<file path="config.mk">
export PLATFORM = sky130hd
export DESIGN_NAME = pts_trace
export DESIGN_NICKNAME = d
export VERILOG_FILES = /design/src/logic/pts_pkg.sv /design/src/logic/pts_fifo_if.sv /design/src/logic/pts_fifo.sv /design/src/logic/pts_trace.sv
export SDC_FILE = /design/constraint.sdc
export NUM_CORES = 1
export LEC_CHECK = 0
export ABC_AREA = 0
export BUFFER_PORTS_ARGS = -buffer_cell sky130_fd_sc_hd__buf_2
export CORE_ASPECT_RATIO = 0.8
export CORE_MARGIN = 5
export CORE_UTILIZATION = 45
export CTS_CLUSTER_SIZE = 20
export DETAILED_ROUTE_END_ITERATION = 16
export PLACE_DENSITY = 0.71
export SYNTH_ARGS = -nofsm -noshare
export SYNTH_HDL_FRONTEND = slang
export SYNTH_SLANG_ARGS = --single-unit
</file>
<file path="constraint.sdc">
create_clock -name core_clk -period 8.1 [get_ports core_clk]
set_input_delay 0.405 -clock core_clk [delete_from_list [all_inputs] [get_ports core_clk]]
set_output_delay 0.405 -clock core_clk [all_outputs]
set_load 0.05 [all_outputs]
</file>
<file path="src/logic/pts_pkg.sv">
// Package: status codes, event kinds, modes and sizes of the trace status port
package pts_pkg;

  // ------------------------------------------------------------
  // Widths and queue shape
  // ------------------------------------------------------------
  localparam int DATA_W  = 32;
  localparam int NIB_W   = 4;
  localparam int QDEPTH  = 2;
  localparam int BYTES_W = 2;
  localparam int ENTRY_W = DATA_W + BYTES_W;
  localparam int CNT_W   = 4;

  // ------------------------------------------------------------
  // Status port codes (reserved 2 and 6 have no name on purpose)
  // ------------------------------------------------------------
  localparam logic [3:0] PS_CONT   = 4'h0;
  localparam logic [3:0] PS_BEGIN  = 4'h1;
  localparam logic [3:0] PS_USER   = 4'h3;
  localparam logic [3:0] PS_PULSE  = 4'h4;
  localparam logic [3:0] PS_BRANCH = 4'h5;
  localparam logic [3:0] PS_EXCRET = 4'h7;
  localparam logic [3:0] PS_XFER1  = 4'h8;
  localparam logic [3:0] PS_XFER2  = 4'h9;
  localparam logic [3:0] PS_XFER3  = 4'ha;
  localparam logic [3:0] PS_XFER4  = 4'hb;
  localparam logic [3:0] PS_EXC    = 4'hc;
  localparam logic [3:0] PS_EMU    = 4'hd;
  localparam logic [3:0] PS_STOP   = 4'he;
  localparam logic [3:0] PS_HALT   = 4'hf;

  // ------------------------------------------------------------
  // Transfer byte counts, as carried in a queue entry
  // ------------------------------------------------------------
  localparam logic [1:0] BYTES_1 = 2'h0;
  localparam logic [1:0] BYTES_2 = 2'h1;
  localparam logic [1:0] BYTES_3 = 2'h2;
  localparam logic [1:0] BYTES_4 = 2'h3;

  // ------------------------------------------------------------
  // Reset values
  // ------------------------------------------------------------
  localparam logic [3:0] STATUS_RST = 4'h0;
  localparam logic [3:0] DEBUG_DATA_PORT_RST  = 4'h0;

  typedef enum logic [2:0] {
    K_PLAIN  = 3'h0,
    K_PULSE  = 3'h1,
    K_WRDBG  = 3'h2,
    K_BRANCH = 3'h3,
    K_EXCRET = 3'h4
  } pts_kind_e;

  typedef enum logic [4:0] {
    M_RUN  = 5'h01,
    M_EXC  = 5'h02,
    M_EMU  = 5'h04,
    M_STOP = 5'h08,
    M_HALT = 5'h10
  } pts_mode_e;

endpackage : pts_pkg

</file>
<file path="src/logic/pts_fifo_if.sv">
// Interface: valid/ready push and pop sides of the debug data queue
`timescale 1ns/1ns
interface pts_fifo_if #(
  parameter int WIDTH = 34,
  parameter int LVL_W = 2
);
  logic             in_valid;
  logic             in_ready;
  logic [WIDTH-1:0] in_data;
  logic             out_valid;
  logic             out_ready;
  logic [WIDTH-1:0] out_data;
  logic [LVL_W-1:0] level;

  modport src (
    output in_valid,
    input  in_ready,
    output in_data,
    input  out_valid,
    output out_ready,
    input  out_data,
    input  level
  );

  modport fifo (
    input  in_valid,
    output in_ready,
    input  in_data,
    output out_valid,
    input  out_ready,
    output out_data,
    output level
  );
endinterface : pts_fifo_if

</file>
<file path="src/logic/pts_fifo.sv">
// Module: small synchronous FIFO with valid/ready on both sides
`timescale 1ns/1ns
module pts_fifo #(
  parameter int WIDTH = 34,
  parameter int DEPTH = 2,
  parameter int LVL_W = 2
) (
  input wire logic core_clk,
  input wire logic rst,
  pts_fifo_if.fifo q
);
  localparam int PTR_W = (DEPTH > 1) ? $clog2(DEPTH) : 1;

  if (DEPTH < 2 || (1 << (LVL_W - 1)) > DEPTH || (1 << LVL_W) <= DEPTH) begin : g_bad_shape
    $error("pts_fifo: DEPTH must be at least 2 and LVL_W must hold exactly 0..DEPTH");
  end

  logic [WIDTH-1:0] mem [DEPTH];
  logic [PTR_W-1:0] wptr;
  logic [PTR_W-1:0] rptr;
  logic [LVL_W-1:0] count;

  wire do_push = q.in_valid & q.in_ready;
  wire do_pop  = q.out_valid & q.out_ready;

  wire [PTR_W-1:0] wptr_inc = (wptr == PTR_W'(DEPTH - 1)) ? '0 : wptr + 1'b1;
  wire [PTR_W-1:0] rptr_inc = (rptr == PTR_W'(DEPTH - 1)) ? '0 : rptr + 1'b1;

  // Full/empty come from the count register, never from the strobes
  assign q.in_ready  = (count != LVL_W'(DEPTH));
  assign q.out_valid = (count != '0);
  assign q.out_data  = mem[rptr];
  assign q.level     = count;

  always_ff @(posedge core_clk or posedge rst) begin
    if (rst) begin
      wptr  <= '0;
      rptr  <= '0;
      count <= '0;
    end else begin
      if (do_push) begin
        wptr <= wptr_inc;
      end
      if (do_pop) begin
        rptr <= rptr_inc;
      end
      count <= count + LVL_W'(do_push) - LVL_W'(do_pop);
    end
  end

  // Storage needs no reset; a word is only read after it was written
  always_ff @(posedge core_clk) begin
    if (do_push) begin
      mem[wptr] <= q.in_data;
    end
  end
endmodule : pts_fifo

</file>
<file path="src/logic/pts_trace.sv">
// Module: real-time trace encoder for the processor status and debug data ports
`timescale 1ns/1ns
module pts_trace #(
  parameter int DATA_W = pts_pkg::DATA_W,
  parameter int QDEPTH = pts_pkg::QDEPTH
) (
  input  wire logic              core_clk,
  input  wire logic              rst,
  input  wire logic              ev_valid,
  input  wire logic [2:0]        ev_kind,
  input  wire logic              ev_variant,
  input  wire logic              ev_user,
  input  wire logic [1:0]        ev_size,
  input  wire logic [DATA_W-1:0] ev_data,
  input  wire logic              exc_active,
  input  wire logic              emu_exc_active,
  input  wire logic              stopped,
  input  wire logic              halted,
  input  wire logic              cfg_show_target,
  input  wire logic [1:0]        cfg_target_bytes,
  output logic                   stall,
  output logic [3:0]             proc_status_port,
  output logic [3:0]             debug_data_port
);

  // ------------------------------------------------------------
  // Elaboration checks
  // ------------------------------------------------------------
  localparam int ENTRY_W = DATA_W + pts_pkg::BYTES_W;
  localparam int LVL_W   = $clog2(QDEPTH + 1);
  localparam int CNT_W   = pts_pkg::CNT_W;

  if (DATA_W != pts_pkg::DATA_W || QDEPTH < 2) begin : g_bad_param
    $error("pts_trace: DATA_W must be 32 and QDEPTH at least 2");
  end

  // ------------------------------------------------------------
  // State registers, and the combinational next_mode
  // ------------------------------------------------------------
  pts_pkg::pts_mode_e next_mode;

  logic              ann;
  logic              pend_user;
  logic [CNT_W-1:0]  cnt;
  logic [DATA_W-1:0] shreg;

  // ------------------------------------------------------------
  // Data queue
  // ------------------------------------------------------------
  pts_fifo_if #(
    .WIDTH (ENTRY_W),
    .LVL_W (LVL_W)
  ) q ();

  pts_fifo #(
    .WIDTH (ENTRY_W),
    .DEPTH (QDEPTH),
    .LVL_W (LVL_W)
  ) u_fifo (
    .core_clk (core_clk),
    .rst      (rst),
    .q        (q.fifo)
  );

  // ------------------------------------------------------------
  // Mode selection, highest priority first
  // ------------------------------------------------------------
  assign next_mode = halted         ? pts_pkg::M_HALT :
                     stopped        ? pts_pkg::M_STOP :
                     emu_exc_active ? pts_pkg::M_EMU  :
                     exc_active     ? pts_pkg::M_EXC  :
                                      pts_pkg::M_RUN;

  wire run = (next_mode == pts_pkg::M_RUN);

  // ------------------------------------------------------------
  // Event decode
  // ------------------------------------------------------------
  wire is_plain  = (ev_kind == pts_pkg::K_PLAIN);
  wire is_pulse  = (ev_kind == pts_pkg::K_PULSE);
  wire is_wrdbg  = (ev_kind == pts_pkg::K_WRDBG);
  wire is_branch = (ev_kind == pts_pkg::K_BRANCH);
  wire is_excret = (ev_kind == pts_pkg::K_EXCRET);

  // An event is taken only in a cycle where stall is low
  wire acc = ev_valid & ~stall & run;

  // Only variant targets are worth showing; fixed ones are in the image
  wire tgt_kind  = is_branch | is_excret;
  wire show_tgt  = tgt_kind & ev_variant & cfg_show_target;
  wire needs     = is_wrdbg | show_tgt;

  // A byte count of one makes no sense for an address; it falls back to two
  wire [1:0] tgt_bytes = (cfg_target_bytes == pts_pkg::BYTES_1) ? pts_pkg::BYTES_2
                                                                 : cfg_target_bytes;
  wire [1:0] push_bytes = is_wrdbg ? ev_size : tgt_bytes;

  wire [3:0] prim_code =
    is_pulse  ? pts_pkg::PS_PULSE  :
    is_wrdbg  ? pts_pkg::PS_PULSE  :
    is_branch ? pts_pkg::PS_BRANCH :
    is_excret ? pts_pkg::PS_EXCRET :
    is_plain  ? pts_pkg::PS_BEGIN  :
                pts_pkg::PS_BEGIN;

  // ------------------------------------------------------------
  // Queue push and pop
  // ------------------------------------------------------------
  wire push = acc & needs;
  wire pop  = ann;

  assign q.in_valid  = push;
  assign q.in_data   = {push_bytes, ev_data};
  assign q.out_ready = pop;

  wire [1:0]        head_bytes = q.out_data[ENTRY_W-1:DATA_W];
  wire [DATA_W-1:0] head_data  = q.out_data[DATA_W-1:0];

  // Nibbles in the head entry: twice the byte count
  wire [CNT_W-1:0] head_nibs = CNT_W'({2'b00, head_bytes} + 4'h1) << 1;

  wire [LVL_W:0] lvl_ext    = {1'b0, q.level};
  wire [LVL_W:0] count_next = lvl_ext + (LVL_W + 1)'(push) - (LVL_W + 1)'(pop);

  wire q_nonempty_next = (count_next != '0);
  wire q_full_next     = (count_next == (LVL_W + 1)'(QDEPTH));

  // ------------------------------------------------------------
  // Serializer counter
  // ------------------------------------------------------------
  wire [CNT_W-1:0] next_cnt = ann        ? head_nibs - 1'b1 :
                              (cnt != '0) ? cnt - 1'b1       :
                                            '0;

  // ------------------------------------------------------------
  // Announce: byte-count code goes out when the serializer is free,
  // so its first nibble follows on the very next cycle
  // ------------------------------------------------------------
  wire next_ann = ~acc & run & q_nonempty_next & (next_cnt == '0);

  wire [3:0] xfer_code = (head_bytes == pts_pkg::BYTES_1) ? pts_pkg::PS_XFER1 :
                         (head_bytes == pts_pkg::BYTES_2) ? pts_pkg::PS_XFER2 :
                         (head_bytes == pts_pkg::BYTES_3) ? pts_pkg::PS_XFER3 :
                                                            pts_pkg::PS_XFER4;

  // ------------------------------------------------------------
  // User-mode entry is one extra code after the instruction
  // ------------------------------------------------------------
  wire user_go        = ~acc & run & ~next_ann & pend_user;
  wire next_pend_user = (pend_user & ~user_go) | (acc & ev_user);

  // ------------------------------------------------------------
  // Status code for the next cycle
  // ------------------------------------------------------------
  logic [3:0] next_status;

  always_comb begin
    case (next_mode)
      pts_pkg::M_HALT: begin
        next_status = pts_pkg::PS_HALT;
      end
      pts_pkg::M_STOP: begin
        next_status = pts_pkg::PS_STOP;
      end
      pts_pkg::M_EMU: begin
        next_status = pts_pkg::PS_EMU;
      end
      pts_pkg::M_EXC: begin
        next_status = pts_pkg::PS_EXC;
      end
      pts_pkg::M_RUN: begin
        if (acc) begin
          next_status = prim_code;
        end else if (next_ann) begin
          next_status = xfer_code;
        end else if (user_go) begin
          next_status = pts_pkg::PS_USER;
        end else begin
          next_status = pts_pkg::PS_CONT;
        end
      end
      default: begin
        next_status = pts_pkg::PS_CONT;
      end
    endcase
  end

  // ------------------------------------------------------------
  // Stall: a slot is kept free for a pending code, and the core
  // waits while the queue has no room
  // ------------------------------------------------------------
  wire head_wait  = q_nonempty_next & (next_cnt == '0) & ~next_ann;
  wire next_stall = next_pend_user | head_wait | q_full_next;

  // ------------------------------------------------------------
  // Debug data nibble for the next cycle
  // ------------------------------------------------------------
  wire [3:0] next_debug_data_port = ann         ? head_data[3:0] :
                          (cnt != '0) ? shreg[3:0]     :
                                        pts_pkg::DEBUG_DATA_PORT_RST;

  wire [DATA_W-1:0] next_shreg = ann ? (head_data >> 4) : (shreg >> 4);

  // ------------------------------------------------------------
  // Registers
  // ------------------------------------------------------------
  always_ff @(posedge core_clk or posedge rst) begin
    if (rst) begin
      proc_status_port <= pts_pkg::STATUS_RST;
      stall            <= 1'b0;
      ann              <= 1'b0;
      pend_user        <= 1'b0;
    end else begin
      proc_status_port <= next_status;
      stall            <= next_stall;
      ann              <= next_ann;
      pend_user        <= next_pend_user;
    end
  end

  always_ff @(posedge core_clk or posedge rst) begin
    if (rst) begin
      cnt             <= '0;
      shreg           <= '0;
      debug_data_port <= pts_pkg::DEBUG_DATA_PORT_RST;
    end else begin
      cnt             <= next_cnt;
      shreg           <= next_shreg;
      debug_data_port <= next_debug_data_port;
    end
  end

endmodule : pts_trace

</file>
# --- After elaboration in Yosys (flattened, before gate mapping) ---
# Memory sizes are Yosys's and may differ from the RTL's.
# Index checks and enable logic that the tools add are counted.
classes:
  mux: 26
  n_reduce_logical: 6
  add_sub_neg: 9
  n_eq_ne: 13
  bitwise_logic: 25
op_table:
  columns: ["op", "count"]
  rows:
  - ["$mux W28", 1]
  - ["$mux W4", 7]
  - ["$pmux W4 S5", 1]
  - ["$and A1 B1 Y1", 16]
  - ["$mux W3", 5]
  - ["$mux W2", 6]
  - ["$eq A3 B2 Y1 const B", 3]
  - ["$sub A4 B1 Y4 const B", 2]
  - ["$eq A5 B1 Y1 const B", 1]
  - ["$eq A5 B2 Y1 const B", 1]
  - ["$eq A5 B3 Y1 const B", 1]
  - ["$eq A5 B4 Y1 const B", 1]
  - ["$eq A5 B5 Y1 const B", 1]
  - ["$mux W1", 5]
  - ["$mux W5", 1]
  - ["$or A1 B1 Y1", 5]
  - ["$logic_not A2 Y1", 2]
  - ["$logic_not A4 Y1", 1]
  - ["$not A1 Y1", 4]
  - ["$reduce_bool A4 Y1", 1]
  - ["$add A2 B1 Y3", 1]
  - ["$add A2 B1 Y3 const B", 1]
  - ["$eq A3 B1 Y1 const B", 1]
  - ["$eq A3 B3 Y1 const B", 1]
  - ["other kinds (9)", 10]
word_totals:
  ramBits: 68
  input_bits: 49
  regBits: 47
  mem_count: 1
  word_cells: 90
memory_table:
  columns: ["memory", "words", "width", "read_ports", "rd_ports_with_merged_regs", "wr", "line_no", "text"]
  rows:
  - ["u_fifo.mem", 2, 34, 1, 0, 1, "pts_fifo.sv:18", "logic [WIDTH-1:0] mem [DEPTH];"]

# --- Logic depth before layout (Yosys ltp) ---
# Gate-level depths: netlist (run 1).
depth:
  word_depth: 20
  ltp_mapped: 10

# --- Cells and area by module ---
# From an unflattened synthesis (run 1), not the netlist that was laid out.
hier_totals:
  hier_cells: 283
  hier_area_um2: 4604.4
by_module_without_submodules:
  columns: ["mod", "cells_each", "instances", "seq_area_each_um2", "area_per_inst_um2"]
  rows:
  - ["pts_fifo", 129, 1, 2142.1, 2686.3]
  - ["pts_trace", 154, 1, 1076.0, 1918.1]

# --- Worst setup path before layout (run 1) ---
# Ideal clock, no wire load.
synth_path:
  path_type: "input to register"
  startpoint: "input halted"
  endpoint: "memory u_fifo.mem[0][0] (enable)"
  t_arrival_ns: 4.280
  setup_slack_ns: 3.310
  path_buffers: 0
  path_stages: 3
  required_time_ns: 7.589
  setup_time_ns: 0.511
  cell_sequence: "nor4_2 > nand2_1 > nor4_1"
synth_via:
  elab_chain_len: 7
synth_lines:
  columns: ["item", "line_no", "text"]
  rows:
  - ["from (decl)", "pts_trace.sv:18", "input wire logic halted,"]
  - ["$mux W5", "pts_trace.sv:68", "assign next_mode = halted ? pts_pkg::M_HALT :"]
  - ["$eq A5 B1 Y1", "pts_trace.sv:74", "wire run = (next_mode == pts_pkg::M_RUN);"]
  - ["$and A1 B1 Y1", "pts_trace.sv:86", "wire acc = ev_valid & ~stall & run;"]
  - ["$and A1 B1 Y1", "pts_trace.sv:109", "wire push = acc & needs;"]
  - ["$and A1 B1 Y1", "pts_fifo.sv:23", "wire do_push = q.in_valid & q.in_ready;"]
  - ["$mux W1", "pts_fifo.sv:53", "if (do_push) begin"]
  - ["$mux W1 (implied by the code)", "pts_fifo.sv:54", "mem[wptr] <= q.in_data;"]
  - ["to (decl)", "pts_fifo.sv:18", null]
# No other way between the ends.

# --- Worst setup path in the final report (run 1) ---
layout_path:
  startpoint: "register ann"
  endpoint: "register proc_status_port[1]"
layout_via:
  elab_chain_len: 11
  elab_cells_between_ends: 13
  cone_classes: "add/sub (1); mux (5); bitwise (5); reduce/logical (2)"
layout_lines:
  columns: ["item", "line_no", "text"]
  rows:
  - ["from (decl)", "pts_trace.sv:42", "logic ann;"]
  - ["from (signal assigned)", "pts_trace.sv:216", "ann <= next_ann;"]
  - ["$sub A3 B1 Y3", "pts_trace.sv:123", "wire [LVL_W:0] count_next = lvl_ext + (LVL_W + 1)'(push) - (LVL_W + 1)'(pop);"]
  - ["$reduce_bool A3 Y1", "pts_trace.sv:125", "wire q_nonempty_next = (count_next != '0);"]
  - ["$and A1 B1 Y1", "pts_trace.sv:139", "wire next_ann = ~acc & run & q_nonempty_next & (next_cnt == '0);"]
  - ["$and A1 B1 Y1 *", "pts_trace.sv:139", null]
  - ["$not A1 Y1", "pts_trace.sv:149", "wire user_go = ~acc & run & ~next_ann & pend_user;"]
  - ["$and A1 B1 Y1 (2 in series)", "pts_trace.sv:149", null]
  - ["$mux W2", "pts_trace.sv:176", "end else if (user_go) begin"]
  - ["$mux W4 *", "pts_trace.sv:174", "end else if (next_ann) begin"]
  - ["$mux W4 *", "pts_trace.sv:172", "if (acc) begin"]
  - ["$pmux W4 S5 *", "pts_trace.sv:158", "case (next_mode)"]
  - ["named net next_status[1]", "pts_trace.sv:155", "logic [3:0] next_status;"]
  - ["to (signal assigned)", "pts_trace.sv:209", "proc_status_port <= pts_pkg::STATUS_RST;"]
  - ["to (signal assigned)", "pts_trace.sv:214", "proc_status_port <= next_status;"]
  - ["to (decl)", "pts_trace.sv:22", "output logic [3:0] proc_status_port,"]
# Mark *: on every way through the listed nets, which the timed path passes. The rest lies on a longest branch.
# A chain may end at the register's enable or synchronous reset.

==> results of run 1 <==
## layout by cell type (no fill, tap or decap), types with 2 or more instances in the layout
cell type	n
nor4_2	2
buf_2	57
inv_1	8
nor3_1	5
xnor2_1	4
clkinvlp_4	2
clkbuf_16	17
nor2_1	33
ha_1	4
mux2_2	5
nor2b_1	9
o211ai_1	2
bufinv_16	3
dfrtp_2	2
edfxtp_1	68
o21ai_0	2
a22o_1	5
xor2_1	2
nor3b_1	3
mux2i_1	30
nand2_1	7
dfrtp_1	45
clkbuf_1	2
a21oi_1	30
clkinv_2	6
## power groups by stage
stage,Clock [mW],Sequential [mW],Combinational (mW)
2_1_floorplan,0,0.711,0.142
3_3_place_gp,0,0.726,0.171
3_5_place_dp,0,0.727,0.179
4_1_cts,0.740,0.718,0.180
5_1_grt,0.765,0.724,0.201
6_report,0.727,0.717,0.178
## sequential cells by signal, summed over array words and instances (netlist names)
register and cells:
proc_status_port 4, u_fifo.wptr 1, u_fifo.mem 68, shreg 28, pend_user 1, u_fifo.q.level 2, stall 1, u_fifo.rptr 1
debug_data_port 4, ann 1, cnt 4
## path summary, 6_finish.rpt
path / from / end / slack [ns] / depth (start not counted)
min: ev_data[26] / u_fifo.mem[0][26]$_DFFE_PP_ / 0.19 / 1
min in group asynchronous: rst / debug_data_port[1]$_DFF_PP0_ / 0.23 / 2
max reg2reg: ann$_DFF_PP0_ / proc_status_port[1]$_DFF_PP0_ / 5.09 / 9
min reg2reg: shreg[0]$_DFF_PP0_ / debug_data_port[0]$_DFF_PP0_ / 0.48 / 1
max: ann$_DFF_PP0_ / proc_status_port[1]$_DFF_PP0_ / 5.09 / 9
max in group asynchronous: rst / u_fifo.rptr$_DFFE_PP0P_ / 7.17 / 2
## logic make-up (layout without fill, tap and decap cells)
family / after synthesis / after routing / synth area share [%]
adders and majority gates: 5 / 5 / 1.59
DFF: 115 / 115 / 73.2
and+or+nand+nor: 65 / 65 / 7.37
xor gates and xnor gates: 6 / 6 / 1.19
muxes: 35 / 35 / 8.11
buffers and inverters: 20 / 99 / 1.93
AOI/OAI and AO/OA: 48 / 48 / 6.66
## layer usage
| layer | track usage, % | up-vias | part of all wire [%] |
|---|---|---|---|
| li1 | - | 1213 | - |
| met1 | 16.9 | 1202 | 43 |
| met2 | 22.4 | 68 | 50 |
| met3 | 6.43 | 7 | 6.3 |
| met4 | 4.79 | 0 | 0.97 |
| met5 | 0 | - | 0 |
## per-stage QoR
stage / power, mW / instances / hold slack (ns) / utilization, % / worst slack [ns]
3_5_place_dp: 0.906 / 460 / 0.466 / 49.9 / 5.11
6_report: 1.62 / 492 / 0.191 / 56.0 / 5.09
3_3_place_gp: 0.897 / 460 / 0.456 / 49.9 / 5.21
2_1_floorplan: 0.853 / 294 / 0.449 / - / 3.31
5_1_grt: 1.69 / 492 / 0.168 / 56.0 / 4.85
4_1_cts: 1.64 / 492 / 0.176 / 56.0 / 5.09
## final cells by class
type,instances,area share (%)
Inverter,9,0.627
Clock inverter,12,2.58
Tap cell,119,2.76
Multi-Input combinational cell,159,20.5
Timing Repair Buffer,58,5.44
Clock buffer,20,8.29
Sequential cell,115,59.8
## worst max-delay path, delay by kind of cell (launching register included)
kind | cells | cell delay [ns]
compound gates | 2 | 0.45
xor+xnor | 1 | 0.18
fa+ha+maj | 3 | 0.90
buf+inv | 2 | 0.11
flops | 1 | 1.03
simple gates | 1 | 0.25
## synthesized netlist by cell type (2+ instances only)
master	n
a22o_1	5
a21oi_1	30
mux2_2	5
buf_2	2
inv_1	9
clkbuf_1	8
o211ai_1	2
nor3_1	5
xor2_1	2
nor2b_1	9
nor3b_1	3
mux2i_1	30
nand2_1	7
edfxtp_1	68
nor2_1	33
dfrtp_1	47
o21ai_0	2
ha_1	4
xnor2_1	4
==> summary.md, run 1 <==
| Metric | Value |
|---|---|
| Clock Latency Late Sink | 0.40 ns |
| First-pass GRT wire length | between 10 and 15 mm |
| Crit-path max FO | 66 |
| DP HPWL | between 4 and 5 mm |
| Peak supply drop | between 0.0001 and 0.00015 V |
| Switching power | slightly below 400 uW |
| Critical path class | reg2reg |
| Yosys top cell by area | edfxtp_1 |
| Multi-input logic area | roughly 0.0011 mm^2 |
| Row count | 32 |
| # Post-CTS Setup Buffers | 0 |
| CP max-delay cell | dfrtp_2 |
| Layout filler cell count | 777 |
| Worst-Margin Slew | roughly 1.0 ns |
| Max-slew violation count | 0 |
| I/O Buffers | 57 |
| Area growth from synthesis to layout | 22.4% |
| Sequential Area | 0.00322 mm^2 |
| Post-Syn Area | about 0.0044 mm^2 |
| Crit path cell chain | ha_1 -> inv_1 -> ha_1 -> inv_1 -> fa_1 -> xnor2_1 -> a31o_1 -> or2_4 -> o211ai_1 |
| Fin nets | just over 400 |
| CTS Hold Bufs | 0 |
| Pwr Density | between 300 and 400 mW/mm^2 |
| Top cells by area, synth | edfxtp_1 (46%), dfrtp_1 (27%), mux2i_1 (6.8%), a21oi_1 (3.4%), nor2_1 (2.8%) |
| Post-synth EDFFs | 68 |
| DRT Wirelength | 7.64 mm |
| Antenna Cells | 0 |
| Layout cell share with drive strength beyond 1 | a little over a quarter |
| Die H | just under 100 um |
| Post-DRT Antenna Nets | 0 |
| Unrepaired setup endpoints after global routing | no |
| Worst hold-check path type | in2reg |
| Register area share after synthesis | 73.2% |
| Clock sink total | ~120 |
| Starting DRT DRC Count | between 150 and 200 |
| Net Sw Frac | about a quarter |
| Drt drc | 0 |
| Area of the core | roughly 0.0096 mm^2 |
| Synth Area per Inst | 15.0 um^2 |
| Worst Setup Start Kind | flop |
| Vias in the first global route | around 2600 |
| Total nets after synthesis | 348 |
| Resized cells post-CTS | 0 |
| Worst Path Required | about 8.4 ns |
| CP endpoint kind | flop |
| Tcrit/Tclk final | a little under two fifths |
| Setup TNS | 0 ns |
| Synth top area share | between 40% and 50% |
| Slew HR | a little under a third |
| Post-layout min period | about 3 ns |
| Max Cap Viol | 0 |
| Initial Util | around 46% |
| Max Freq | approximately 0.33 GHz |
| DR vias | about 2500 |
| Netlist cell types | 38 |
| Top FF cell, synth | edfxtp_1 |
| H-tree Lvls | 4 |
| Gr ovfl total | 0 |
| Largest net degree at the start of global routing | 67 |
| Skew final | 0.00991 ns |
| Yosys warnings | 0 |
| GP Congestion | roughly 0.74 |
| Design area | 0.00539 mm^2 |
| Endpoints failing setup | 0 |
| Final Hold Vio Count | 0 |
| Power Internal | 1.24 mW |
| Crit path DAT | 3.32 ns |
| Leak | roughly 2.2 nW |
| Gr usage total | 14.0% |
| Clk buf depth | 2 |
| Power share of the combinational group | approximately 11% |
| Via-to-Cell Ratio | 5.06 |
| DP Area | between 0.004 and 0.005 mm^2 |
| Crit path largest cell delay | 1.03 ns |
| Die width | ~120 um |
| DRT Pass-1 Iters | 4 |
| Root Buffer | clkbuf_16 |
| Synth Instances | slightly below 300 |
| CTS buffer count | 17 |
| Die area | 0.0119 mm^2 |
| Clk network pwr share | around 45% |
| Reg power frac | between 40 and 50% |
| IO Pins | 58 |
| Status | complete, no violations |
| WL/cell | 15.5 um |
| Clock-pin slew on the worst setup and hold paths | roughly 0.05 ns |
| Initial antenna violation count | 0 |
| TritonCTS clock tree | done |
| Post-synth ARST share | 40.9% |
| Synth Register Bits | between 100 and 150 |
Power figures use the tool's default switching activity.
==> run 2: changes to the inputs <==
--- a/config.mk
+++ b/config.mk
@@ -5,7 +5,7 @@
 export SDC_FILE = /design/constraint.sdc
 export NUM_CORES = 1
 export LEC_CHECK = 0
-export ABC_AREA = 0
+export ABC_AREA = 1
 export BUFFER_PORTS_ARGS = -buffer_cell sky130_fd_sc_hd__buf_2
 export CORE_ASPECT_RATIO = 0.8
 export CORE_MARGIN = 5
==> constraint.sdc (replaced) <==
create_clock -name core_clk -period 3.1 [get_ports core_clk]
set_input_delay 0.155 -clock core_clk [delete_from_list [all_inputs] [get_ports core_clk]]
set_output_delay 0.155 -clock core_clk [all_outputs]
set_load 0.05 [all_outputs]
==> summary.md, run 2 <==
| Metric | Value |
|---|---|
| Unrepaired setup endpoints after global routing | no |
| Peak supply drop | about 0.00065 V |
| Tcrit/Tclk final | 86.1% |
| Antenna Cells | 0 |
| Die area | approximately 0.012 mm^2 |
| Post-synth EDFFs | 68 |
| DR vias | ~3000 |
| Total nets after synthesis | 422 |
| Worst-Margin Slew | a little under 1 ns |
| TritonCTS clock tree | done |
| DRT Pass-1 Iters | 4 |
| Yosys top cell by area | edfxtp_1 |
| Crit path cell chain | dlygate4sd3_1 -> buf_2 -> nor2_1 -> nand2_1 -> nor3_4 -> inv_2 -> a21oi_2 -> ha_1 -> inv_1 -> fa_1 -> inv_1 -> nor2_1 -> nand3_1 -> nand2_2 -> nor2_8 -> nand3_4 -> nand2_1 -> nand2_1 -> nand2_2 -> nor2_2 -> o21ai_2 |
| I/O Buffers | 57 |
| Worst hold-check path type | in2async |
| Netlist cell types | 31 |
| Clk buf depth | 2 |
| Initial antenna violation count | 0 |
| Row count | 32 |
| Fin nets | between 500 and 600 |
| Status | finished with violations |
| Drt drc | 0 |
| CTS buffer count | 17 |
| DRT Wirelength | around 9.0 mm |
| PnR worst setup slack | approximately 0.43 ns |
| Max Freq | around 0.37 GHz |
| Post-synth ARST share | 40.9% |
| Layout cell share with drive strength beyond 1 | about a quarter |
| Clock Latency Late Sink | approximately 0.40 ns |
| Gr ovfl total | 0 |
| H-tree Lvls | 4 |
| Top FF cell, synth | edfxtp_1 |
| Layout filler cell count | roughly 750 |
| Setup TNS | 0 ns |
| Post-Syn Area | 0.00450 mm^2 |
| Commonest non-fill, non-tap cell in the layout | edfxtp_1 |
| Synth cell count leaders | edfxtp_1 (68), o21ai_0 (59), nand2_1 (48), dfrtp_1 (47), nor2_1 (47) |
| # Post-CTS Setup Buffers | 0 |
| Cell mode on critical path | nand2_1 |
| Root Buffer | clkbuf_16 |
| Final Hold Vio Count | 12 |
| DP Area | 0.00494 mm^2 |
| Design Power | 4.77 mW |
| Worst R2R Start | stall$_DFF_PP0_ |
| Largest regs | u_fifo.mem x68, shreg x28 |
| Design area | between 0.005 and 0.006 mm^2 |
| Pre-CTS setup slack | approximately 0.55 ns |
| First-pass GRT wire length | ~15 mm |
| GP Congestion | 0.786 |
| Clock sink total | roughly 120 |
| Post-layout min period | between 2 and 3 ns |
| Endpoints failing setup | 0 |
| Area growth from synthesis to layout | 31.2% |
| Die H | about 99 um |
| Largest net degree at the start of global routing | between 40 and 50 |
| Clock-pin slew on the worst setup and hold paths | around 0.05 ns |
| Vias in the first global route | 3081 |
| Synth Instances | around 370 |
| CP max-delay cell | dlygate4sd3_1 |
| Initial Util | a little under half |
| Non-filler cells, final | between 600 and 700 |
| Register area share after synthesis | 71.6% |
| Worst Path Required | between 3 and 4 ns |
| Synth top area share | between 40 and 50% |
| Crit path DAT | between 2 and 3 ns |
| WL/cell | 14.5 um |
| Synth Register Bits | approximately 120 |
| Critical path launch point | halted |
| Slew HR | about a third |
| IO Pins | slightly below 60 |
| Max Cap Viol | 0 |
| Starting DRT DRC Count | about 180 |
| Post-DRT Antenna Nets | 0 |
| Crit-path max FO | 5 |
| DP HPWL | approximately 5.0 mm |
| Area of the core | about 0.0097 mm^2 |
| Max reg flops | 68 |
| Top cells by area, synth | edfxtp_1 (45%), dfrtp_1 (26%), o21ai_0 (6.6%), nand2_1 (4.0%), nor2_1 (3.9%) |
| Most frequent cells in the layout | edfxtp_1 (68), o21ai_0 (59), buf_2 (57), nand2_1 (48), dfrtp_1 (47) |
| Count leader, synth | edfxtp_1 |
| Via-to-Cell Ratio | between 4 and 5 |
| Critical path class | in2reg |
| Worst Setup Start Kind | primary input |
| Max-slew violation count | 0 |
| Die width | 122 um |
| Skew final | about 0.01 ns |
| Largest Register | u_fifo.mem |
| Post-placement cell count | between 500 and 600 |
| Resized cells post-CTS | 0 |
| Post-layout util | 60.9% |
| CTS Hold Bufs | 34 |
| Hold WS | -0.00703 ns |
| Synth Area per Inst | approximately 12 um^2 |
| Flop2flop setup slack | between 0.6 and 0.7 ns |
| Pwr Density | around 810 mW/mm^2 |
| Failing checks | hold timing |
| CP endpoint kind | flop |
| Crit path largest cell delay | between 0.5 and 0.6 ns |
| Leak | between 2 and 2.5 nW |
| Gr usage total | 16.2% |
| Yosys warnings | 0 |
[run 2: final timing paths]
| check | end | cells after the start |
|---|---|---|
| worst max-delay path | stall$_DFF_PP0_ | 21 |
| worst min-delay path | debug_data_port[3]$_DFF_PP0_ | 2 |
| worst max register to register | stall$_DFF_PP0_ | 17 |
| worst min register to register | shreg[2]$_DFF_PP0_ | 2 |
| max in group asynchronous | shreg[11]$_DFF_PP0_ | 2 |
| min in group core_clk | pend_user$_DFF_PP0_ | 3 |
[run 2: cells by family after synthesis]
family | after synthesis | share of synthesized area [%]
AND/OR/NAND/NOR | 127 | 13.5
adder cells (fa/ha/maj) | 5 | 1.56
XOR/XNOR | 4 | 0.779
buffers and inverters | 43 | 3.92
flip-flops | 115 | 71.6
AO/OA/AOI/OAI | 74 | 8.63
[run 2: cell type report]
cell class,count,area (um^2),area share [%]
clock buffer,21,460,7.81
clock inverter,11,158,2.67
inverter,29,111,1.89
multi-input combinational,210,1120,18.9
sequential,115,3220,54.6
tap,136,170,2.89
timing repair buffer,96,663,11.2
[run 2: per-layer routing]
metal | vias to the layer above | track usage, % | wire, um
met4 | 0 | 4.65 | 46
met3 | 4 | 5.00 | 496
met5 | - | 0 | 0
met1 | 1389 | 20.1 | 3900
li1 | 1452 | - | -
met2 | 74 | 27.5 | 4540
[run 2: critical path, delay by kind of cell]
family	cells	cell delay, ns
buffers and inverters	5	0.82
and+or+nand+nor	12	1.11
adders and majority gates	2	0.63
AOI/OAI and AO/OA	2	0.21
[run 2: where the power goes]
group	total, mW	switching [mW]	internal, mW
sequential	1.82	0.0756	1.74
combinational	0.943	0.639	0.303
clock	2.00	0.628	1.38
